File: src/aglfc_pkg.sv
// Constants for the accelerometer and gyroscope filter configuration block.
package aglfc_pkg;
	// Register offsets.
	localparam logic [7:0] ACCEL_CFG2_ADDR = 8'h1d;
	localparam logic [7:0] GYRO_LP_ADDR = 8'h1e;
	// Reset values of both registers.
	localparam logic [7:0] ACCEL_CFG2_RST = 8'h00;
	localparam logic [7:0] GYRO_LP_RST = 8'h00;
	// Writable bit masks; the remaining bits are reserved.
	localparam logic [7:0] ACCEL_CFG2_MASK = 8'h3f;
	localparam logic [7:0] GYRO_LP_MASK = 8'hf0;
	// Field positions.
	localparam int AVG_SEL_LSB = 4;
	localparam int BYPASS_BIT = 3;
	localparam int LPF_SEL_LSB = 0;
	localparam int GYRO_CYCLE_BIT = 7;
	localparam int GYRO_AVG_LSB = 4;
	// Filter output periods in microseconds.
	localparam int PERIOD_4K_US = 250;
	localparam int PERIOD_1K_US = 1000;
	// Accelerometer active window per averaging count, in microseconds.
	localparam int TON_1X_US = 1084;
	localparam int TON_4X_US = 1840;
	localparam int TON_8X_US = 2840;
	localparam int TON_16X_US = 4840;
	localparam int TON_32X_US = 8840;
	// Clock rate of sys_clk in cycles per microsecond.
	localparam int CLK_CYC_PER_US = 100;
	// Least averaging count exponent in accelerometer low-power mode.
	localparam logic [2:0] ACC_AVG_BASE_SHIFT = 3'h2;
endpackage : aglfc_pkg

File: src/aglfc_filter_top.sv
// Accelerometer and gyroscope filter, output-rate and low-power averaging logic.
//
// Contract
// - Low-power accelerometer averaging takes 4, 8, 16 or 32 samples for codes 0 to 3.
// - With bypass set the filter is skipped and output runs at 4 kHz, ignoring the select.
// - With bypass clear one of seven responses applies at 1 kHz, codes 0 and 1 alike.
// - The filter output rate is divided by one plus the eight-bit divider setting.
// - In low-power mode the accelerometer is powered only for a window set by averaging.
// - Low-power gyroscope mode is on while the cycle bit is 1, which resets to 0.
// - Low-power gyroscope averaging takes 1 to 128 samples for codes 0 to 7, default 0.
// - In low-power gyroscope mode the gyroscope low-pass select is ignored.
`timescale 1ns/10ps
module aglfc_filter_top #(
	parameter int US_CYCLES = aglfc_pkg::CLK_CYC_PER_US,
	parameter int DATA_W = 16
) (
	// Clock and reset.
	input wire logic sys_clk,
	input wire logic srst,
	// Register port.
	input wire logic [7:0] reg_addr,
	input wire logic reg_wr,
	input wire logic [7:0] reg_wdata,
	input wire logic reg_rd,
	output logic [7:0] reg_rdata_r,
	// Settings held elsewhere in the device.
	input wire logic [7:0] rate_divider,
	input wire logic lp_accel_mode,
	input wire logic [2:0] gyro_lpf_sel,
	// Accelerometer samples and output.
	input wire logic accel_in_valid,
	input wire logic signed [DATA_W-1:0] accel_in,
	output logic accel_out_valid_r,
	output logic signed [DATA_W-1:0] accel_out_r,
	output logic accel_power_on_r,
	// Gyroscope samples and output.
	input wire logic gyro_raw_valid,
	input wire logic signed [DATA_W-1:0] gyro_raw,
	input wire logic gyro_filt_valid,
	input wire logic signed [DATA_W-1:0] gyro_filt,
	output logic gyro_out_valid_r,
	output logic signed [DATA_W-1:0] gyro_out_r,
	output logic [2:0] gyro_lpf_eff_r
);
	localparam int ACC_W = DATA_W + 8;
	localparam int T4K_CYC = aglfc_pkg::PERIOD_4K_US * US_CYCLES;
	localparam int T1K_CYC = aglfc_pkg::PERIOD_1K_US * US_CYCLES;

	// Low-pass response per select code; codes 0 and 1 share one response.
	function automatic logic [2:0] lpf_shift(input logic [2:0] sel);
		case (sel)
			3'h0, 3'h1: lpf_shift = 3'h2;
			3'h7: lpf_shift = 3'h1;
			default: lpf_shift = sel + 3'h1;
		endcase
	endfunction

	// Active window length in cycles for the current averaging setting.
	function automatic logic [19:0] ton_cycles(input logic byp, input logic [1:0] avg);
		int us;
		us = aglfc_pkg::TON_32X_US;
		if (byp) begin
			us = aglfc_pkg::TON_1X_US;
		end else if (avg == 2'h0) begin
			us = aglfc_pkg::TON_4X_US;
		end else if (avg == 2'h1) begin
			us = aglfc_pkg::TON_8X_US;
		end else if (avg == 2'h2) begin
			us = aglfc_pkg::TON_16X_US;
		end
		ton_cycles = 20'(us * US_CYCLES);
	endfunction

	logic [7:0] accel_cfg_r, accel_cfg_nxt, gyro_cfg_r, gyro_cfg_nxt, rdata_nxt;
	logic bypass, gyro_cycle;
	logic [1:0] acc_avg_sel;
	logic [2:0] acc_lpf_sel, gyro_avg_sel, acc_shift;

	// Field views of the two registers.
	assign bypass = accel_cfg_r[aglfc_pkg::BYPASS_BIT];
	assign acc_avg_sel = accel_cfg_r[aglfc_pkg::AVG_SEL_LSB +: 2];
	assign acc_lpf_sel = accel_cfg_r[aglfc_pkg::LPF_SEL_LSB +: 3];
	assign gyro_cycle = gyro_cfg_r[aglfc_pkg::GYRO_CYCLE_BIT];
	assign gyro_avg_sel = gyro_cfg_r[aglfc_pkg::GYRO_AVG_LSB +: 3];
	// Single-sample operation when bypassed, otherwise four times two to the select.
	assign acc_shift = bypass ? 3'h0 : aglfc_pkg::ACC_AVG_BASE_SHIFT + {1'b0, acc_avg_sel};

	// Register writes and reads; reserved bits are masked on the way in.
	always_comb begin
		accel_cfg_nxt = accel_cfg_r;
		gyro_cfg_nxt = gyro_cfg_r;
		rdata_nxt = 8'h00;
		if (reg_wr && reg_addr == aglfc_pkg::ACCEL_CFG2_ADDR) begin
			accel_cfg_nxt = reg_wdata & aglfc_pkg::ACCEL_CFG2_MASK;
		end
		if (reg_wr && reg_addr == aglfc_pkg::GYRO_LP_ADDR) begin
			gyro_cfg_nxt = reg_wdata & aglfc_pkg::GYRO_LP_MASK;
		end
		if (reg_rd && reg_addr == aglfc_pkg::ACCEL_CFG2_ADDR) begin
			rdata_nxt = accel_cfg_r;
		end else if (reg_rd && reg_addr == aglfc_pkg::GYRO_LP_ADDR) begin
			rdata_nxt = gyro_cfg_r;
		end
	end

	// Register state; the cycle bit and averaging field clear on reset.
	always_ff @(posedge sys_clk) begin
		if (srst) begin
			accel_cfg_r <= aglfc_pkg::ACCEL_CFG2_RST;
			gyro_cfg_r <= aglfc_pkg::GYRO_LP_RST;
			reg_rdata_r <= 8'h00;
		end else begin
			accel_cfg_r <= accel_cfg_nxt;
			gyro_cfg_r <= gyro_cfg_nxt;
			reg_rdata_r <= rdata_nxt;
		end
	end

	logic [19:0] tick_cnt_r, tick_cnt_nxt, ton_cnt_r, ton_cnt_nxt;
	logic [7:0] div_cnt_r, div_cnt_nxt;
	logic [5:0] lp_n_r, lp_n_nxt;
	logic signed [ACC_W-1:0] lp_acc_r, lp_acc_nxt, iir_r, iir_nxt;
	logic signed [DATA_W-1:0] raw_r, raw_nxt, acc_out_nxt;
	logic base_tick, odr_stb, acc_vld_nxt, pwr_nxt;
	logic [19:0] tick_lim;

	// Base filter rate: 4 kHz when bypassed, 1 kHz through the filter.
	assign tick_lim = bypass ? 20'(T4K_CYC - 1) : 20'(T1K_CYC - 1);
	assign base_tick = (tick_cnt_r >= tick_lim);
	assign odr_stb = base_tick && (div_cnt_r == rate_divider);

	// Accelerometer datapath: filter, rate divider and duty-cycled averaging.
	always_comb begin
		tick_cnt_nxt = base_tick ? 20'h00000 : tick_cnt_r + 20'h00001;
		div_cnt_nxt = div_cnt_r;
		if (base_tick) begin
			div_cnt_nxt = odr_stb ? 8'h00 : div_cnt_r + 8'h01;
		end
		raw_nxt = accel_in_valid ? accel_in : raw_r;
		iir_nxt = iir_r;
		if (accel_in_valid) begin
			// A first-order response; the accumulator has no fraction bits, so steps below one count are lost.
			iir_nxt = iir_r + ((ACC_W'(accel_in) - iir_r) >>> lpf_shift(acc_lpf_sel));
		end
		ton_cnt_nxt = ton_cnt_r;
		lp_n_nxt = lp_n_r;
		lp_acc_nxt = lp_acc_r;
		pwr_nxt = accel_power_on_r;
		acc_vld_nxt = 1'b0;
		acc_out_nxt = accel_out_r;
		if (!lp_accel_mode) begin
			pwr_nxt = 1'b1;
			if (odr_stb) begin
				acc_vld_nxt = 1'b1;
				acc_out_nxt = bypass ? raw_r : DATA_W'(iir_r);
			end
		end else if (accel_power_on_r) begin
			if (accel_in_valid && lp_n_r < (6'h01 << acc_shift)) begin
				lp_acc_nxt = lp_acc_r + ACC_W'(accel_in);
				lp_n_nxt = lp_n_r + 6'h01;
			end
			if (ton_cnt_r == 20'h00000) begin
				// Window end: power down and present the average collected so far.
				pwr_nxt = 1'b0;
				acc_vld_nxt = 1'b1;
				acc_out_nxt = DATA_W'(lp_acc_r >>> acc_shift);
			end else begin
				ton_cnt_nxt = ton_cnt_r - 20'h00001;
			end
		end else begin
			pwr_nxt = odr_stb;
			if (odr_stb) begin
				ton_cnt_nxt = ton_cycles(bypass, acc_avg_sel) - 20'h00001;
				lp_n_nxt = 6'h00;
				lp_acc_nxt = '0;
			end
		end
	end

	// Accelerometer state registers.
	always_ff @(posedge sys_clk) begin
		if (srst) begin
			tick_cnt_r <= 20'h00000;
			div_cnt_r <= 8'h00;
			ton_cnt_r <= 20'h00000;
			lp_n_r <= 6'h00;
			lp_acc_r <= '0;
			iir_r <= '0;
			raw_r <= '0;
			accel_power_on_r <= 1'b0;
			accel_out_valid_r <= 1'b0;
			accel_out_r <= '0;
		end else begin
			tick_cnt_r <= tick_cnt_nxt;
			div_cnt_r <= div_cnt_nxt;
			ton_cnt_r <= ton_cnt_nxt;
			lp_n_r <= lp_n_nxt;
			lp_acc_r <= lp_acc_nxt;
			iir_r <= iir_nxt;
			raw_r <= raw_nxt;
			accel_power_on_r <= pwr_nxt;
			accel_out_valid_r <= acc_vld_nxt;
			accel_out_r <= acc_out_nxt;
		end
	end

	logic [6:0] gyro_cnt_r, gyro_cnt_nxt;
	logic signed [ACC_W-1:0] gyro_acc_r, gyro_acc_nxt, gyro_sum;
	logic signed [DATA_W-1:0] gyro_out_nxt;
	logic gyro_vld_nxt;
	logic [2:0] gyro_lpf_nxt;

	// Gyroscope path: block averaging in low-power mode, filtered stream otherwise.
	always_comb begin
		gyro_cnt_nxt = gyro_cnt_r;
		gyro_acc_nxt = gyro_acc_r;
		gyro_vld_nxt = 1'b0;
		gyro_out_nxt = gyro_out_r;
		gyro_sum = gyro_acc_r + ACC_W'(gyro_raw);
		// The external select only matters outside low-power mode.
		gyro_lpf_nxt = gyro_cycle ? 3'h0 : gyro_lpf_sel;
		if (gyro_cycle) begin
			if (gyro_raw_valid) begin
				if (gyro_cnt_r == (7'h7f >> (3'h7 - gyro_avg_sel))) begin
					gyro_vld_nxt = 1'b1;
					gyro_out_nxt = DATA_W'(gyro_sum >>> gyro_avg_sel);
					gyro_cnt_nxt = 7'h00;
					gyro_acc_nxt = '0;
				end else begin
					gyro_cnt_nxt = gyro_cnt_r + 7'h01;
					gyro_acc_nxt = gyro_sum;
				end
			end
		end else begin
			gyro_cnt_nxt = 7'h00;
			gyro_acc_nxt = '0;
			gyro_vld_nxt = gyro_filt_valid;
			gyro_out_nxt = gyro_filt_valid ? gyro_filt : gyro_out_r;
		end
	end

	// Gyroscope state registers.
	always_ff @(posedge sys_clk) begin
		if (srst) begin
			gyro_cnt_r <= 7'h00;
			gyro_acc_r <= '0;
			gyro_out_valid_r <= 1'b0;
			gyro_out_r <= '0;
			gyro_lpf_eff_r <= 3'h0;
		end else begin
			gyro_cnt_r <= gyro_cnt_nxt;
			gyro_acc_r <= gyro_acc_nxt;
			gyro_out_valid_r <= gyro_vld_nxt;
			gyro_out_r <= gyro_out_nxt;
			gyro_lpf_eff_r <= gyro_lpf_nxt;
		end
	end
endmodule // aglfc_filter_top

File: config.mk
export PLATFORM = sky130hd
export DESIGN_NAME = aglfc_filter_top
export DESIGN_NICKNAME = d
export VERILOG_FILES = /design/src/aglfc_pkg.sv /design/src/aglfc_filter_top.sv
export SDC_FILE = /design/constraint.sdc
export NUM_CORES = 1
export LEC_CHECK = 0
export ABC_AREA = 1
export BUFFER_PORTS_ARGS = -buffer_cell sky130_fd_sc_hd__clkbuf_2
export CAP_MARGIN = 15
export CORE_MARGIN = 2
export CORE_UTILIZATION = 30
export CTS_BUF_LIST = sky130_fd_sc_hd__clkbuf_16
export DETAILED_ROUTE_END_ITERATION = 7
export PLACE_DENSITY = 0.43
export RECOVER_POWER = 25
export SYNTH_ARGS = -nofsm -noshare
export SYNTH_HDL_FRONTEND = slang
export SYNTH_SLANG_ARGS = --single-unit
File: constraint.sdc
create_clock -name sys_clk -period 5.1 [get_ports sys_clk]
set_input_delay 0.255 -clock sys_clk [delete_from_list [all_inputs] [get_ports sys_clk]]
set_output_delay 0.255 -clock sys_clk [all_outputs]
set_load 0.03 [all_outputs]
Yosys cells after proc, flatten, opt, wreduce, memory -nomap -nowiden
Cells that the tools add are included.
Storage, ports and cells
  register bits: 205
  input port bits: 83
Operators by class
  add/subtract/negate cells: 13
  reductions and logical operators: 21
  bitwise gates (word level): 2
  multiplexer cells: 44
  shift-type cells: 5
  equality and inequality tests: 14
  order comparisons: 2
  $mul: 1
Operators by type and width (count)
  two-way mux 16 bit: 9
  two-way mux 24 bit: 4
  two-way mux 32 bit: 3
  two-way mux 20 bit: 3
  two-way mux 14 bit: 4
  adder 24 x 16 -> 24 bit: 2
  >>> shifter 24 x 3 -> 16 bit: 2
  subtractor 20 x 1 -> 20 bit, second input constant: 2
  multiplier 32 x 6 -> 18 bit, second input constant: 1
  two-way mux 6 bit: 5
  adder 24 bit: 1
  >>> shifter 24 x 3 -> 24 bit: 1
  subtractor 16 x 24 -> 24 bit: 1
  adder 20 x 1 -> 20 bit, second input constant: 1
  greater-or-equal comparator 20 x 17 -> 1 bit: 1
  zero test 20 bit: 1
  two-way mux 17 bit: 1
  == test 8 x 5 -> 1 bit, second input constant: 2
  AND reduction 3 bit: 4
  two-way mux 1 bit: 10
  adder 8 x 1 -> 8 bit, second input constant: 1
  == test 8 bit: 1
  two-way mux 8 bit: 1
  != test 2 x 1 -> 1 bit, second input constant: 4
  other kinds (24): 37

Depth between registers and ports, before layout
  word-level depth: 12
  depth in mapped cells: 30

Worst setup path after synthesis
No wires, ideal clock.
  kind: flip-flop to flip-flop
  start: reg accel_cfg_r[3]
  end: reg ton_cnt_r[15]
  required time: 4.985 ns
  path slack: 1.258 ns
  setup time: 0.115 ns
  data arrival time: 3.727 ns
  stages on the path, launching flop included: 20
  path through: dfxtp_1 buf_4 nor2_1 inv_2 clkbuf_1 nor2_1 inv_1 ha_1 fa_1 ha_1 fa_1 xnor2_1 nand3_1 nor2_1 nand2_1 nand2_1 nand2_1 nand2_1 o21ai_0 o21a_1
Between the ends
  longest elaborated chain between the ends: 8
RTL lines
  start: declaration: line aglfc_filter_top.sv:74  | logic [7:0] accel_cfg_r, accel_cfg_nxt, gyro_cfg_r, gyro_cfg_nxt, rdata_nxt;
  start signal: assignment: line aglfc_filter_top.sv:109  | accel_cfg_r <= aglfc_pkg::ACCEL_CFG2_RST;
  start signal: assignment: line aglfc_filter_top.sv:113  | accel_cfg_r <= accel_cfg_nxt;
  two-way mux 14 bit: line aglfc_filter_top.sv:62  | if (byp) begin
  two-way mux 32 bit: line aglfc_filter_top.sv:172  | if (odr_stb) begin
  two-way mux 32 bit: line aglfc_filter_top.sv:157  | end else if (accel_power_on_r) begin
  two-way mux 32 bit: line aglfc_filter_top.sv:151  | if (!lp_accel_mode) begin
  multiplier 32 x 6 -> 18 bit: line aglfc_filter_top.sv:71  | ton_cycles = 20'(us * US_CYCLES);
  subtractor 20 x 1 -> 20 bit: line aglfc_filter_top.sv:173  | ton_cnt_nxt = ton_cycles(bypass, acc_avg_sel) - 20'h00001;
  two-way mux 20 bit: line aglfc_filter_top.sv:172
  two-way mux 20 bit: line aglfc_filter_top.sv:157
  end signal: assignment: line aglfc_filter_top.sv:196  | ton_cnt_r <= ton_cnt_nxt;
  end: declaration: line aglfc_filter_top.sv:119  | logic [19:0] tick_cnt_r, tick_cnt_nxt, ton_cnt_r, ton_cnt_nxt;
Several ways; a longest one is shown, not always the timed one. The select of a mux whose other input is x is not followed.
A chain may end at the register's enable or synchronous reset.

Final worst setup path
  start: reg iir_r[4]
  end: reg iir_r[22]
Between the ends
  longest elaborated chain between the ends: 3
RTL lines
  start: declaration: line aglfc_filter_top.sv:122  | logic signed [ACC_W-1:0] lp_acc_r, lp_acc_nxt, iir_r, iir_nxt;
  start signal: assignment: line aglfc_filter_top.sv:199  | iir_r <= iir_nxt;
  subtractor 16 x 24 -> 24 bit: line aglfc_filter_top.sv:143  | iir_nxt = iir_r + ((ACC_W'(accel_in) - iir_r) >>> lpf_shift(acc_lpf_sel));
  >>> shifter 24 x 3 -> 24 bit: line aglfc_filter_top.sv:143
  adder 24 bit *: line aglfc_filter_top.sv:143
Every way passes the cells marked *; elsewhere a longest branch is shown, timed or not.

==> reports/metrics.csv <==
metric;value;unit
outcome;finished, violations left;
failing checks;max-capacitance violations, max-slew violations;
Hold EP;raw_r[4]$_SDFFE_PP0P_;
Util after Layout;34.8;%
clk sinks;201;
Final HPWL DP;47500;um
met3 Use GR;2.18;%
data required time at the worst endpoint;5.54;ns
num ports;129;
Final Max Tran Viols;55;
Async S/R FF share, synth;0;%
reg2reg end;iir_r[22]$_SDFFE_PP0P_;
Synth Warn #;0;
largest net degree at the start of global routing;53;
max cap viols;2;
final setup vio count;0;
CTS Buf Count;28;
worst r2r src;iir_r[4]$_SDFFE_PP0P_;
Die Span X;244;um
Max Freq;225;MHz
first-pass GRT wire length;97300;um
DR DRC count;0;
GRT Total Usage;20.1;%
first drt pass iteration count;6;
commonest register cell after synthesis;dfxtp_1;
clk slew on worst S/H paths;0.06;ns
row cnt;87;
die outline area;59500;um^2
antenna violations before repair;0;
Total Wirelength;61000;um
Core ar.;56600;um^2
worst skew pair latency;0.57;ns
critical path capture point type;register;
layout overhead on the synthesized area;13.9;%
Routed Antenna Nets;0;
via count;18200;
leakage;9.16;nW
clock skew;0.0236;ns
crit start category;register;
class of the worst hold path;input port to register;
Die H;244;um
RSZ-0062 raised after global routing;false;
number of synthesized flops with an enable pin;0;
Starting Density;30.5;%
grt total ovfl;0;
hold depth;3;
Tightest Pin Transition;2.07;ns
Crit Path Class;register to register;
peak fanout along the critical path;4;
met1 Use GR;28.0;%
root buf cell;clkbuf_16;
layer with the highest usage;met2;
Synth cell types;69;
Seq cells post-synth;201;
max_slew headroom;-37.7;%
cell area after synthesis;17300;um^2
First DRT Iteration DRCs;1057;
Worst R2R Path Depth;26;
H-Tree Depth;1;
PD cells;393;nW/um^2
R2R Setup Slk;0.66;ns
Mapped Cells;2738;
Hold Violations, Final;0;
fin crit period;4.44;ns
Final Cycle Share;87.0;%
CTS tree;done;
Vias/cell;5.01;
setup TNS;0;ns
vias in the first global route;17700;
HP Start;accel_in[4];
diode count;0;
WL/cell;16.8;um
crit path DAT;4.88;ns
Placer Congestion;0.896;
GR Util met2;33.3;%
sequential share of the synthesized area;23.3;%
synthesized area per cell;6.31;um^2
maximum VDD drop;218;uV
share of post-route cells with drive strength above 1;7.39;%
Longest Clk Path Bufs;3;
IO buf count;128;
fin nets;3089;
==> registers in the layout, indices dropped and copies added, names as in the netlist <==
signal and flops:
accel_cfg_r 6, accel_out_r 16, accel_out_valid_r 1, accel_power_on_r 1, div_cnt_r 8, gyro_acc_r 23, gyro_cfg_r 4, gyro_cnt_r 7
gyro_lpf_eff_r 3, gyro_out_r 16, gyro_out_valid_r 1, iir_r 24, lp_acc_r 21, lp_n_r 6, raw_r 16, reg_rdata_r 8
tick_cnt_r 20, ton_cnt_r 20
==> Yosys cell counts (9+ instances only) <==
cell type  count  area [um^2]
inv_2         13         48.8
nor3_1        28          140
ha_1         147         1840
xnor2_1       31          272
dfxtp_1      201         4020
clkbuf_1      69          259
a21oi_1      251         1260
nand4_1       27          169
xor2_1        52          455
nor2_1       283         1060
fa_1           9          180
nand2_1      598         2240
or2_2         15         93.8
inv_1        315         1180
a21o_1        16          120
o21ai_1       29          145
nand3b_1      13         97.6
o211ai_1      13         97.6
o21ai_0      205         1030
buf_2          9         45.0
nand3_1      271         1360
==> kinds of logic after synthesis <==
kind of cell	share of synthesized area, %
DFF	23.3
other	0.0435
AOI/OAI and AO/OA	18.8
and+or+nand+nor	32.1
muxes	0.116
xor gates and xnor gates	4.21
adders and majority gates	11.7
buffers and inverters	9.71
==> cell usage in the layout, fill, tap and decap left out, types with 15 or more instances in the layout <==
master,instances
nand2_1,598
inv_1,322
nor2_1,283
nand3_1,271
a21oi_1,249
o21ai_0,205
dfxtp_1,201
ha_1,147
clkbuf_2,82
xor2_1,52
clkbuf_1,47
xnor2_1,31
o21ai_1,29
nor3_1,28
clkbuf_16,28
nand4_1,27
dlygate4sd3_1,24
buf_4,20
a21o_1,16
or2_2,15
==> layout make-up <==
cell class | instances | area (um^2)
Tap cell | 756 | 946
Inverter | 333 | 1250
Clock buffer | 28 | 701
Clock inverter | 22 | 184
Timing Repair Buffer | 173 | 977
Fill cell | 6356 | 36900
Multi-Input combinational cell | 2113 | 11600
Sequential cell | 201 | 4020
==> layer usage <==
layer	vias up	wire [um]	part of all wire, %
met5	-	0	0
met4	0	1190	1.9
met3	61	2590	4.2
met2	424	27500	45
li1	9320	-	-
met1	8353	29800	49
==> worst max path at each step <==
stage / from / endpoint / slack [ns] / depth (start not counted)
CTS: iir_r[4]$_SDFFE_PP0P_ / iir_r[22]$_SDFFE_PP0P_ / 0.67 / 26
finish: iir_r[4]$_SDFFE_PP0P_ / iir_r[22]$_SDFFE_PP0P_ / 0.66 / 26
floorplan: accel_cfg_r[3]$_SDFFE_PP0P_ / ton_cnt_r[15]$_SDFFE_PP0P_ / 1.26 / 19
global placement: accel_in[4] / iir_r[22]$_SDFFE_PP0P_ / 0.66 / 26
detailed placement: accel_in[15] / iir_r[22]$_SDFFE_PP0P_ / 0.67 / 24
global route: accel_in[0] / iir_r[22]$_SDFFE_PP0P_ / 0.20 / 29
==> metrics by stage <==
step           hold WS [ns]  power (mW)  cells  area (um^2)  setup WS [ns]
6_report             0.0295        7.73   3626        19700          0.664
5_1_grt              0.0169        8.42   3626        19700          0.205
4_1_cts             0.00130        7.78   3626        19700          0.666
3_5_place_dp          0.444        5.77   3552        18600          0.668
3_3_place_gp          0.432        5.79   3552        18600          0.657
2_1_floorplan         0.367        4.74   2740        17300           1.26
==> report_power, final <==
group	switching [mW]	internal [mW]
Clock	0.790	1.14
Combinational	2.59	1.40
Sequential	0.106	1.71
Total	3.49	4.24
==> timing repair <==
| item | in CTS | in global routing |
|---|---|---|
| hold buffers | 24 | 0 |
| endpoints found under the hold margin | 24 | 0 |
| buffers inserted | 0 | 0 |
| gates resized for setup | 0 | 0 |
==> critical path, cell delays in order, from the launching register on <==
cell      delay (ns)
dfxtp_1         0.34
inv_1           0.10
ha_1            0.36
a21oi_1         0.28
o21ai_0         0.22
a21o_1          0.26
xor2_1          0.22
nand2_1         0.08
nand2_1         0.09
nor2_1          0.04
a31oi_1         0.25
o21ai_0         0.13
inv_1           0.07
ha_1            0.16
inv_1           0.05
fa_1            0.45
o31ai_1         0.27
buf_4           0.18
nand3_1         0.07
nand3_1         0.16
nand3_1         0.09
nand2_1         0.08
nand2_1         0.05
inv_1           0.05
o21ai_0         0.08
o211ai_1        0.14
inv_1           0.05
Power figures use the tool's default switching activity.
